--- config.mk ---
export PLATFORM = sky130hd
export DESIGN_NAME = light_prox_threshold_regs
export DESIGN_NICKNAME = d
export VERILOG_FILES = /design/src/light_prox_pkg.sv /design/src/light_prox_threshold_regs.sv
export SDC_FILE = /design/constraint.sdc
export NUM_CORES = 1
export LEC_CHECK = 0
export BUFFER_PORTS_ARGS = -buffer_cell sky130_fd_sc_hd__buf_4
export CORE_ASPECT_RATIO = 0.5
export CORE_UTILIZATION = 35
export CTS_BUF_LIST = sky130_fd_sc_hd__clkbuf_16
export CTS_CLUSTER_SIZE = 8
export DETAILED_ROUTE_END_ITERATION = 10
export MAX_ROUTING_LAYER = met4
export SETUP_SLACK_MARGIN = 0.05
export SLEW_MARGIN = 30
export SYNTH_ARGS = -nofsm -noshare
export SYNTH_HDL_FRONTEND = slang
export SYNTH_SLANG_ARGS = --single-unit
export TNS_END_PERCENT = 50
--- constraint.sdc ---
create_clock -name core_clk -period 4.3 [get_ports core_clk]
set_clock_uncertainty 0.05 [all_clocks]
set_input_delay 0 -clock core_clk [delete_from_list [all_inputs] [get_ports core_clk]]
set_output_delay 0 -clock core_clk [all_outputs]
set_load 0.05 [all_outputs]
--- src/light_prox_pkg.sv ---
package light_prox_pkg;
	// register offsets
	localparam logic [7:0] LIGHT_RESULT_LOW_ADDR = 8'h03;
	localparam logic [7:0] LIGHT_RESULT_HIGH_ADDR = 8'h04;
	localparam logic [7:0] LIGHT_UPPER_LIMIT_LOW_ADDR = 8'h05;
	localparam logic [7:0] LIGHT_UPPER_LIMIT_HIGH_ADDR = 8'h06;
	localparam logic [7:0] LIGHT_LOWER_LIMIT_LOW_ADDR = 8'h07;
	localparam logic [7:0] LIGHT_LOWER_LIMIT_HIGH_ADDR = 8'h08;
	localparam logic [7:0] PROXIMITY_CONTROL_ADDR = 8'h09;
	localparam logic [7:0] PROX_OFFSET_ADDR = 8'hA5;
	// reset values
	localparam logic [7:0] PROXIMITY_CONTROL_RESET = 8'h00;
	localparam logic [15:0] LIGHT_UPPER_LIMIT_RESET = 16'hFFFF;
	localparam logic [15:0] LIGHT_LOWER_LIMIT_RESET = 16'h0000;
	localparam logic [15:0] LIGHT_RESULT_RESET = 16'h0000;
	// proximity control field positions
	localparam int OFFSET_CALIBRATE_BIT = 7;
	localparam int EMITTER_PULSE_WIDTH_LSB = 4;
	localparam int EMITTER_DRIVE_LEVEL_LSB = 2;
	localparam int PROXIMITY_PERSIST_LSB = 0;
	// manual-scaling result width
	localparam int MANUAL_RESULT_BITS = 12;
	// emitter drive base currents in microamps, codes 00..11
	localparam logic [13:0] DRIVE_UA_0 = 14'h09C4;
	localparam logic [13:0] DRIVE_UA_1 = 14'h1388;
	localparam logic [13:0] DRIVE_UA_2 = 14'h2710;
	localparam logic [13:0] DRIVE_UA_3 = 14'h3A98;
	// magnification codes
	localparam logic [3:0] MAG_X1_CODE = 4'h0;
	localparam logic [3:0] MAG_X2_CODE = 4'h8;
	localparam logic [3:0] MAG_X10_CODE = 4'h5;
	localparam logic [3:0] MAG_X20_CODE = 4'hD;
	// timing
	localparam int CLK_PERIOD_PS = 5000;
	localparam int PULSE_BASE_NS = 50000;
	localparam int PULSE_BASE_CYCLES = (PULSE_BASE_NS * 1000) / CLK_PERIOD_PS;
	// arbitrary bus address of the device
	localparam logic [6:0] DEVICE_BUS_ADDR = 7'h38;
	// serial slave states
	typedef enum logic [6:0] {
		ST_IDLE = 7'b0000001,
		ST_ADDR = 7'b0000010,
		ST_ADDR_ACK = 7'b0000100,
		ST_WR = 7'b0001000,
		ST_WR_ACK = 7'b0010000,
		ST_RD = 7'b0100000,
		ST_RD_ACK = 7'b1000000
	} slave_state_t;
endpackage

--- src/light_prox_threshold_regs.sv ---
`timescale 1ns/1ps
// What this block does
// - with manual scaling the light result is a 12-bit value in bits 11 to 0 across the result register pair.
// - with automatic scaling the light result is a full 16-bit value in bits 15 to 0.
// - a light interrupt is raised when results above the high limit reach the persist count.
// - a light interrupt is raised when results below the low limit reach the persist count.
// - with automatic scaling both light limits are compared as full 16-bit values.
// - setting the calibrate bit with proximity enabled starts an offset measurement whose result is written to 0xA5.
// - the 3-bit pulse width field sets a pulse of 0.05 ms times two to the power of the code.
// - the proximity persist field needs 1, 2, 3 or 4 consecutive out-of-range results.
// - the light persist field needs 1, 2, 4 or 8 consecutive out-of-range results.
// - auto scale bit high means manual scaling with programmed settings, low means automatic scaling.
module light_prox_threshold_regs #(
	parameter logic [6:0] DEV_ADDR = light_prox_pkg::DEVICE_BUS_ADDR, // arbitrary default
	parameter int PULSE_BASE_CYCLES = light_prox_pkg::PULSE_BASE_CYCLES
) (
	input wire logic core_clk, // 200 MHz clock
	input wire logic reset, // async, active high
	input wire logic clk_en, // freezes all state when low
	input wire logic scl_in, // serial clock pin
	input wire logic sda_in, // serial data pin level
	output logic sda_out, // serial data drive value
	output logic sda_oe_n, // low while driving data low
	input wire logic auto_scale, // 1 manual, 0 automatic
	input wire logic [1:0] light_persist, // light persist code
	input wire logic light_valid, // new light result pulse
	input wire logic [15:0] light_data, // light converter output
	output logic light_int, // light threshold interrupt
	input wire logic light_int_clear, // clears light_int
	input wire logic prox_enable, // proximity sensing enabled
	input wire logic prox_valid, // new proximity result pulse
	input wire logic [7:0] prox_data, // proximity result
	input wire logic [7:0] prox_high_limit, // proximity high threshold
	input wire logic [7:0] prox_low_limit, // proximity low threshold
	output logic prox_int, // proximity threshold interrupt
	input wire logic prox_int_clear, // clears prox_int
	output logic offset_cal_start, // starts offset measurement
	input wire logic offset_cal_done, // measurement finished pulse
	input wire logic [7:0] offset_cal_value, // measured offset
	output logic offset_wr_en, // write pulse to offset register
	output logic [7:0] offset_wr_addr, // offset register address
	output logic [7:0] offset_wr_data, // offset value written
	input wire logic emitter_fire, // request one emitter pulse
	output logic emitter_on, // emitter drive active
	input wire logic [3:0] drive_magnify, // magnification code
	output logic [18:0] emitter_current_ua // drive current in microamps
);
	light_prox_pkg::slave_state_t state_reg;
	logic [2:0] scl_sync, sda_sync;
	logic scl_f, sda_f, scl_prev, sda_prev;
	logic [7:0] shift_reg, ptr_reg;
	logic [2:0] bit_cnt;
	logic byte_done, got_ptr, nack_reg, drive_low;
	logic [15:0] result_reg, upper_reg, lower_reg;
	logic [7:0] control_reg;
	logic [3:0] light_cnt;
	logic [2:0] prox_cnt;
	logic cal_busy;
	logic [20:0] pulse_cnt;
	logic scl_rise, scl_fall, start_seen, stop_seen;
	logic wr_commit, ctrl_written;
	logic [7:0] rd_byte;
	logic [15:0] light_cmp, upper_cmp, lower_cmp;
	logic light_out, prox_out;
	logic [3:0] light_need;
	logic [2:0] prox_need;
	logic [13:0] base_ua;
	logic [4:0] mag;

	// three-stage pin synchronisers
	always_ff @(posedge core_clk or posedge reset)
	begin
		if (reset)
		begin
			scl_sync <= 3'h7;
			sda_sync <= 3'h7;
		end
		else if (clk_en)
		begin
			scl_sync <= {scl_sync[1:0], scl_in};
			sda_sync <= {sda_sync[1:0], sda_in};
		end
	end

	// filtered levels change once stages two and three agree
	always_ff @(posedge core_clk or posedge reset)
	begin
		if (reset)
		begin
			scl_f <= 1'b1;
			sda_f <= 1'b1;
			scl_prev <= 1'b1;
			sda_prev <= 1'b1;
		end
		else if (clk_en)
		begin
			if (scl_sync[1] == scl_sync[2])
				scl_f <= scl_sync[2];
			if (sda_sync[1] == sda_sync[2])
				sda_f <= sda_sync[2];
			scl_prev <= scl_f;
			sda_prev <= sda_f;
		end
	end

	// bus events
	assign scl_rise = scl_f & ~scl_prev;
	assign scl_fall = ~scl_f & scl_prev;
	assign start_seen = scl_f & scl_prev & sda_prev & ~sda_f;
	assign stop_seen = scl_f & scl_prev & ~sda_prev & sda_f;
	assign wr_commit = scl_fall && (state_reg == light_prox_pkg::ST_WR) && byte_done && got_ptr;
	assign ctrl_written = wr_commit && (ptr_reg == light_prox_pkg::PROXIMITY_CONTROL_ADDR);

	// register read mux, low byte at lower address
	always_comb
	begin
		case (ptr_reg)
			light_prox_pkg::LIGHT_RESULT_LOW_ADDR: rd_byte = result_reg[7:0];
			light_prox_pkg::LIGHT_RESULT_HIGH_ADDR: rd_byte = result_reg[15:8];
			light_prox_pkg::LIGHT_UPPER_LIMIT_LOW_ADDR: rd_byte = upper_reg[7:0];
			light_prox_pkg::LIGHT_UPPER_LIMIT_HIGH_ADDR: rd_byte = upper_reg[15:8];
			light_prox_pkg::LIGHT_LOWER_LIMIT_LOW_ADDR: rd_byte = lower_reg[7:0];
			light_prox_pkg::LIGHT_LOWER_LIMIT_HIGH_ADDR: rd_byte = lower_reg[15:8];
			light_prox_pkg::PROXIMITY_CONTROL_ADDR: rd_byte = control_reg;
			default: rd_byte = 8'h00;
		endcase
	end

	// serial slave sequencing
	always_ff @(posedge core_clk or posedge reset)
	begin
		if (reset)
		begin
			state_reg <= light_prox_pkg::ST_IDLE;
			shift_reg <= 8'h00;
			ptr_reg <= 8'h00;
			bit_cnt <= 3'h0;
			byte_done <= 1'b0;
			got_ptr <= 1'b0;
			nack_reg <= 1'b0;
			drive_low <= 1'b0;
		end
		else if (clk_en)
		begin
			if (start_seen)
			begin
				state_reg <= light_prox_pkg::ST_ADDR;
				bit_cnt <= 3'h0;
				byte_done <= 1'b0;
				got_ptr <= 1'b0;
				drive_low <= 1'b0;
			end
			else if (stop_seen)
			begin
				state_reg <= light_prox_pkg::ST_IDLE;
				drive_low <= 1'b0;
			end
			else if (scl_rise)
			begin
				case (state_reg)
					light_prox_pkg::ST_ADDR, light_prox_pkg::ST_WR:
					begin
						shift_reg <= {shift_reg[6:0], sda_f};
						bit_cnt <= bit_cnt + 3'h1;
						byte_done <= (bit_cnt == 3'h7);
					end
					light_prox_pkg::ST_RD:
					begin
						bit_cnt <= bit_cnt + 3'h1;
						byte_done <= (bit_cnt == 3'h7);
					end
					light_prox_pkg::ST_RD_ACK: nack_reg <= sda_f;
					default: nack_reg <= nack_reg;
				endcase
			end
			else if (scl_fall)
			begin
				case (state_reg)
					light_prox_pkg::ST_ADDR:
					begin
						if (byte_done)
						begin
							byte_done <= 1'b0;
							if (shift_reg[7:1] == DEV_ADDR)
							begin
								state_reg <= light_prox_pkg::ST_ADDR_ACK;
								drive_low <= 1'b1;
							end
							else
								state_reg <= light_prox_pkg::ST_IDLE;
						end
					end
					light_prox_pkg::ST_ADDR_ACK:
					begin
						bit_cnt <= 3'h0;
						if (shift_reg[0])
						begin
							state_reg <= light_prox_pkg::ST_RD;
							shift_reg <= rd_byte;
							drive_low <= ~rd_byte[7];
						end
						else
						begin
							state_reg <= light_prox_pkg::ST_WR;
							drive_low <= 1'b0;
						end
					end
					light_prox_pkg::ST_WR:
					begin
						if (byte_done)
						begin
							byte_done <= 1'b0;
							state_reg <= light_prox_pkg::ST_WR_ACK;
							drive_low <= 1'b1;
							got_ptr <= 1'b1;
							// first byte sets the pointer, later bytes auto-increment it
							if (!got_ptr)
								ptr_reg <= shift_reg;
							else
								ptr_reg <= ptr_reg + 8'h01;
						end
					end
					light_prox_pkg::ST_WR_ACK:
					begin
						state_reg <= light_prox_pkg::ST_WR;
						drive_low <= 1'b0;
						bit_cnt <= 3'h0;
					end
					light_prox_pkg::ST_RD:
					begin
						if (byte_done)
						begin
							byte_done <= 1'b0;
							state_reg <= light_prox_pkg::ST_RD_ACK;
							drive_low <= 1'b0;
							ptr_reg <= ptr_reg + 8'h01;
						end
						else
						begin
							shift_reg <= {shift_reg[6:0], 1'b0};
							drive_low <= ~shift_reg[6];
						end
					end
					light_prox_pkg::ST_RD_ACK:
					begin
						bit_cnt <= 3'h0;
						if (nack_reg)
							state_reg <= light_prox_pkg::ST_IDLE;
						else
						begin
							state_reg <= light_prox_pkg::ST_RD;
							shift_reg <= rd_byte;
							drive_low <= ~rd_byte[7];
						end
					end
					default: state_reg <= light_prox_pkg::ST_IDLE;
				endcase
			end
		end
	end

	// open-drain data pin, only ever pulled low
	assign sda_out = 1'b0;
	assign sda_oe_n = ~drive_low;

	// host-writable limit registers; result bytes are read only
	always_ff @(posedge core_clk or posedge reset)
	begin
		if (reset)
		begin
			upper_reg <= light_prox_pkg::LIGHT_UPPER_LIMIT_RESET;
			lower_reg <= light_prox_pkg::LIGHT_LOWER_LIMIT_RESET;
		end
		else if (clk_en && wr_commit)
		begin
			case (ptr_reg)
				light_prox_pkg::LIGHT_UPPER_LIMIT_LOW_ADDR: upper_reg[7:0] <= shift_reg;
				light_prox_pkg::LIGHT_UPPER_LIMIT_HIGH_ADDR: upper_reg[15:8] <= shift_reg;
				light_prox_pkg::LIGHT_LOWER_LIMIT_LOW_ADDR: lower_reg[7:0] <= shift_reg;
				light_prox_pkg::LIGHT_LOWER_LIMIT_HIGH_ADDR: lower_reg[15:8] <= shift_reg;
				default: upper_reg <= upper_reg;
			endcase
		end
	end

	// proximity control; calibrate bit self-clears when the measurement ends
	always_ff @(posedge core_clk or posedge reset)
	begin
		if (reset)
			control_reg <= light_prox_pkg::PROXIMITY_CONTROL_RESET;
		else if (clk_en)
		begin
			if (ctrl_written)
				control_reg <= shift_reg;
			else if (offset_cal_done && cal_busy)
				control_reg[light_prox_pkg::OFFSET_CALIBRATE_BIT] <= 1'b0;
		end
	end

	// offset measurement start and automatic write of its result
	always_ff @(posedge core_clk or posedge reset)
	begin
		if (reset)
		begin
			cal_busy <= 1'b0;
			offset_cal_start <= 1'b0;
			offset_wr_en <= 1'b0;
			offset_wr_addr <= 8'h00;
			offset_wr_data <= 8'h00;
		end
		else if (clk_en)
		begin
			offset_cal_start <= 1'b0;
			offset_wr_en <= 1'b0;
			if (cal_busy && offset_cal_done)
			begin
				cal_busy <= 1'b0;
				offset_wr_en <= 1'b1;
				offset_wr_addr <= light_prox_pkg::PROX_OFFSET_ADDR;
				offset_wr_data <= offset_cal_value;
			end
			else if (!cal_busy && prox_enable && control_reg[light_prox_pkg::OFFSET_CALIBRATE_BIT])
			begin
				cal_busy <= 1'b1;
				offset_cal_start <= 1'b1;
			end
		end
	end

	// light comparison width follows the scaling mode
	assign light_cmp = auto_scale ? {4'h0, light_data[11:0]} : light_data;
	assign upper_cmp = auto_scale ? {4'h0, upper_reg[11:0]} : upper_reg;
	assign lower_cmp = auto_scale ? {4'h0, lower_reg[11:0]} : lower_reg;
	assign light_out = (light_cmp > upper_cmp) || (light_cmp < lower_cmp);
	assign light_need = 4'h1 << light_persist;
	assign prox_out = (prox_data > prox_high_limit) || (prox_data < prox_low_limit);
	assign prox_need = {1'b0, control_reg[light_prox_pkg::PROXIMITY_PERSIST_LSB +: 2]} + 3'h1;

	// light result capture and persist filter
	always_ff @(posedge core_clk or posedge reset)
	begin
		if (reset)
		begin
			result_reg <= light_prox_pkg::LIGHT_RESULT_RESET;
			light_cnt <= 4'h0;
			light_int <= 1'b0;
		end
		else if (clk_en)
		begin
			if (light_valid)
			begin
				result_reg <= light_cmp;
				if (light_out)
					light_cnt <= (light_cnt == 4'hF) ? light_cnt : light_cnt + 4'h1;
				else
					light_cnt <= 4'h0;
			end
			// a new trigger wins over a clear in the same cycle; widened so a saturated count still fires
			if (light_valid && light_out && ({1'b0, light_cnt} + 5'h01 >= {1'b0, light_need}))
				light_int <= 1'b1;
			else if (light_int_clear)
				light_int <= 1'b0;
		end
	end

	// proximity persist filter
	always_ff @(posedge core_clk or posedge reset)
	begin
		if (reset)
		begin
			prox_cnt <= 3'h0;
			prox_int <= 1'b0;
		end
		else if (clk_en)
		begin
			if (prox_valid)
			begin
				if (prox_out)
					prox_cnt <= (prox_cnt == 3'h7) ? prox_cnt : prox_cnt + 3'h1;
				else
					prox_cnt <= 3'h0;
			end
			if (prox_valid && prox_out && ({1'b0, prox_cnt} + 4'h1 >= {1'b0, prox_need}))
				prox_int <= 1'b1;
			else if (prox_int_clear)
				prox_int <= 1'b0;
		end
	end

	// emitter pulse timer, length is base times two to the code
	always_ff @(posedge core_clk or posedge reset)
	begin
		if (reset)
		begin
			pulse_cnt <= 21'h000000;
			emitter_on <= 1'b0;
		end
		else if (clk_en)
		begin
			if (emitter_on)
			begin
				if (pulse_cnt == 21'h000001)
					emitter_on <= 1'b0;
				pulse_cnt <= pulse_cnt - 21'h000001;
			end
			else if (emitter_fire)
			begin
				emitter_on <= 1'b1;
				pulse_cnt <= 21'(PULSE_BASE_CYCLES) << control_reg[light_prox_pkg::EMITTER_PULSE_WIDTH_LSB +: 3];
			end
		end
	end

	// drive current tables
	always_comb
	begin
		case (control_reg[light_prox_pkg::EMITTER_DRIVE_LEVEL_LSB +: 2])
			2'h0: base_ua = light_prox_pkg::DRIVE_UA_0;
			2'h1: base_ua = light_prox_pkg::DRIVE_UA_1;
			2'h2: base_ua = light_prox_pkg::DRIVE_UA_2;
			default: base_ua = light_prox_pkg::DRIVE_UA_3;
		endcase
		case (drive_magnify)
			light_prox_pkg::MAG_X2_CODE: mag = 5'h02;
			light_prox_pkg::MAG_X10_CODE: mag = 5'h0A;
			light_prox_pkg::MAG_X20_CODE: mag = 5'h14;
			default: mag = 5'h01;
		endcase
	end

	// registered drive current
	always_ff @(posedge core_clk or posedge reset)
	begin
		if (reset)
			emitter_current_ua <= 19'h00000;
		else if (clk_en)
			emitter_current_ua <= 19'(base_ua) * 19'(mag);
	end
endmodule

==> metrics <==
status finished, violations left; failing checks setup timing; Final Util 44.0%; RePlAce Congestion 0.914; Avg Cell Area, Syn 9.35 um2; total core area 0.0319 mm2; WL final 30.4 mm; cell count after synthesis 1,224; WP data required 4.56 ns; setup TNS -0.0241 ns; ranking of synthesized cells by area dfrtp_1 28%, ha_1 12%, mux2_2 7.1%, dfstp_2 6.2%, fa_1 4.4%; PortBufs 101; wire length of the first global-routing pass 49.8 mm; maximum vdd drop 0.293 mV; CTS Buf Count 17; H-tree Lvls 4; synth warn 0; reg2reg start control_reg[3]; drt pass-1 iters 5; CP Launch Type flip-flop; top flop regs pulse_cnt x21, emitter_current_ua x17; crit-path cells buf_6 -> ha_4 -> nor2_4 -> inv_2 -> fa_1 -> inv_2 -> fa_1 -> inv_1 -> fa_1 -> inv_2 -> ha_4 -> buf_6 -> nand3_2 -> o31ai_4 -> a31oi_2 -> o2111ai_1 -> or4b_1; Min Clock Period, post-route 4.32 ns; Site Rows 46; Final Hold Fails 0; reg2reg end emitter_current_ua[15]; placed cell areas 0.0129 mm2; Clock Tree Root clkbuf_16; DR vias/cell 5.31; Largest register FFs 21; Starting Density 35.8%; ant diodes 0; Setup CP Type reg -> reg; initial DRC count 676; # fillers 3,022; worst reg2reg path depth 17; hold path endpoint light_cnt[2]; multiplexer area fraction after synthesis 8.65%; Seq/Total Area, Yosys 34.4%; hold depth 4; post-route ant nets 0; die height 130 um; worst-skew pair later-pin latency 0.45 ns; WL/cell 16.7 um; Max Freq 0.231 GHz; mapped cell area 0.0114 mm2; hold path start light_valid; Clock transition at path regs 0.07 ns; post-synthesis cell type count 89; CTS tree built; clock buffer depth 2; count of final setup violators 1; pre-CTS setup slack -0.233 ns; Worst Path Arrival 4.59 ns; Crit Path Max Fanout 6; Die X 258 um; clock sink count 156; largest register by flop count pulse_cnt; #FFs+latches synth 156; share of the synthesized area in the top cell type 28.2%; Max Slew Vio Count 0; Hold WC Path Type in -> reg; dpl hpwl 22.3 mm; adder-cell share of the synthesized area 16.1%; Final Cycle Share 101%; worst setup margin -0.0241 ns; I/O pins 109; # nets final 1,573; DR vias 9,650; Area growth syn-to-layout 22.9%; main combinational cell family by area after synthesis compound AO/OA/AOI/OAI gates; total grt overflow 0; Synth top cells by count 129 x dfrtp_1, 124 x inv_1, 107 x ha_1; share of cells above drive strength 1 25.1%; RSZ-0062 raised after global routing yes; Pwr Total 0.00476 W; post-route design area 0.0141 mm2; top_reg_cell synth dfrtp_1; DRC 0; Static Leakage 6.46 nW; Max Cap Viol 0; Slew HR 39.1%; largest net degree at the start of global routing 102; Slowest Stage Delay on Critical Path 0.51 ns; area leader, netlist dfrtp_1; ys async rst share 100%; worst reg-to-reg setup slack -0.02 ns; compound-cell area share of the yosys netlist 18.1%; Worst-Margin Slew 0.905 ns; Post-synth EDFFs 0; cell area power density 338 mW/mm2; GRT Total Usage 19.3%; Post-Synth XOR/XNOR Area 1.22%; count leader, synth dfrtp_1; simple logic cell fraction of the synthesized area 14.9%; slowest CP cell fa_1; initial antenna violation count 0; vias in the first global route 9,620; Critical Path End Type flip-flop; die area 0.0335 mm2
==> power breakdown <==
group,switching [W],internal [W],leakage [nW]
Combinational,0.000692,0.000533,4.24
Clock,0.000667,0.000912,0.286
Sequential,0.000263,0.00169,1.93
Total,0.00162,0.00313,6.46
==> how the worst max path moves through the flow <==
stage | slack, ns | from | cells after the start | end
2_1_floorplan | 0.06 | control_reg[3] | 19 | emitter_current_ua[15]
3_3_place_gp | -0.11 | control_reg[3] | 16 | emitter_current_ua[16]
3_5_place_dp | -0.23 | control_reg[2] | 16 | emitter_current_ua[15]
5_1_grt | -0.19 | control_reg[3] | 17 | emitter_current_ua[15]
4_1_cts | -0.02 | control_reg[3] | 18 | emitter_current_ua[17]
6_report | -0.02 | control_reg[3] | 17 | emitter_current_ua[15]
==> metal layers <==
layer	track usage [%]	part of all wire [%]	vias to the layer above
met3	2.82	3.7	31
li1	-	-	4636
met2	31.0	47	187
met1	25.4	48	4796
met5	-	0	-
met4	5.60	1.4	0
==> placed cells by master, fill, tap and decap left out, types with 7 or more instances in the layout <==
| master | n |
|---|---|
| nand4_1 | 12 |
| nand2b_1 | 25 |
| a22o_1 | 11 |
| nor3_1 | 16 |
| a22oi_1 | 14 |
| dlygate4sd3_1 | 33 |
| o22ai_1 | 9 |
| nor2b_1 | 20 |
| o21ai_0 | 66 |
| buf_4 | 152 |
| nand3_1 | 19 |
| dfrtp_1 | 127 |
| a21oi_1 | 67 |
| nand2_1 | 90 |
| mux2i_1 | 10 |
| a211oi_1 | 8 |
| clkbuf_16 | 17 |
| mux2_1 | 7 |
| ha_4 | 9 |
| dfstp_2 | 27 |
| mux2_2 | 72 |
| fa_1 | 24 |
| o31ai_1 | 12 |
| conb_1 | 7 |
| a31oi_1 | 13 |
| inv_1 | 115 |
| nor4_1 | 8 |
| xnor2_1 | 8 |
| nor2_1 | 81 |
| a221oi_1 | 8 |
| xor2_1 | 8 |
| ha_1 | 98 |
| o21a_1 | 10 |
| a21o_1 | 15 |
==> logic make-up after synthesis <==
family / count (synthesis)
adder cells (fa/ha/maj): 132
flip-flops: 156
other: 1
AND/OR/NAND/NOR: 334
multiplexers: 89
buffers and inverters: 187
XOR/XNOR: 16
AO/OA/AOI/OAI: 309
==> cell type report <==
class,instances,area [um2],area share (%)
clock buffers,17,425,3.03
flip-flops and latches,156,3940,28.0
clock inverters,15,171,1.22
repair buffers,188,1510,10.7
inverters,124,480,3.42
well taps,432,541,3.84
multi-input cells,887,6990,49.7
==> per-stage QoR <==
| stage | hold slack, ns | cells |
|---|---|---|
| after detailed placement | 0.166 | 1744 |
| after global placement | 0.159 | 1743 |
| final | 0.0233 | 1819 |
| after global routing | 0.0248 | 1819 |
| after CTS | 0.00879 | 1818 |
| after floorplan | 0.0546 | 1230 |
==> critical path: cells and delay by family, from the launching register on <==
family / cells / cell delay, ns
flip-flops: 1 / 0.48
AND/OR/NAND/NOR: 3 / 0.64
adder cells (fa/ha/maj): 5 / 1.95
buffers and inverters: 6 / 0.43
AO/OA/AOI/OAI: 3 / 0.65
==> repair_timing <==
item                                    in CTS  in global routing
hold buffers                                33                  0
pin swaps                                   15                  5
hold endpoints to repair                   121                  0
gates cloned                                 0                  0
endpoints found under the setup margin       5                  6
resized for setup                           32                  5
buffers inserted                             9                  1
(Power assumes the default switching activity.)
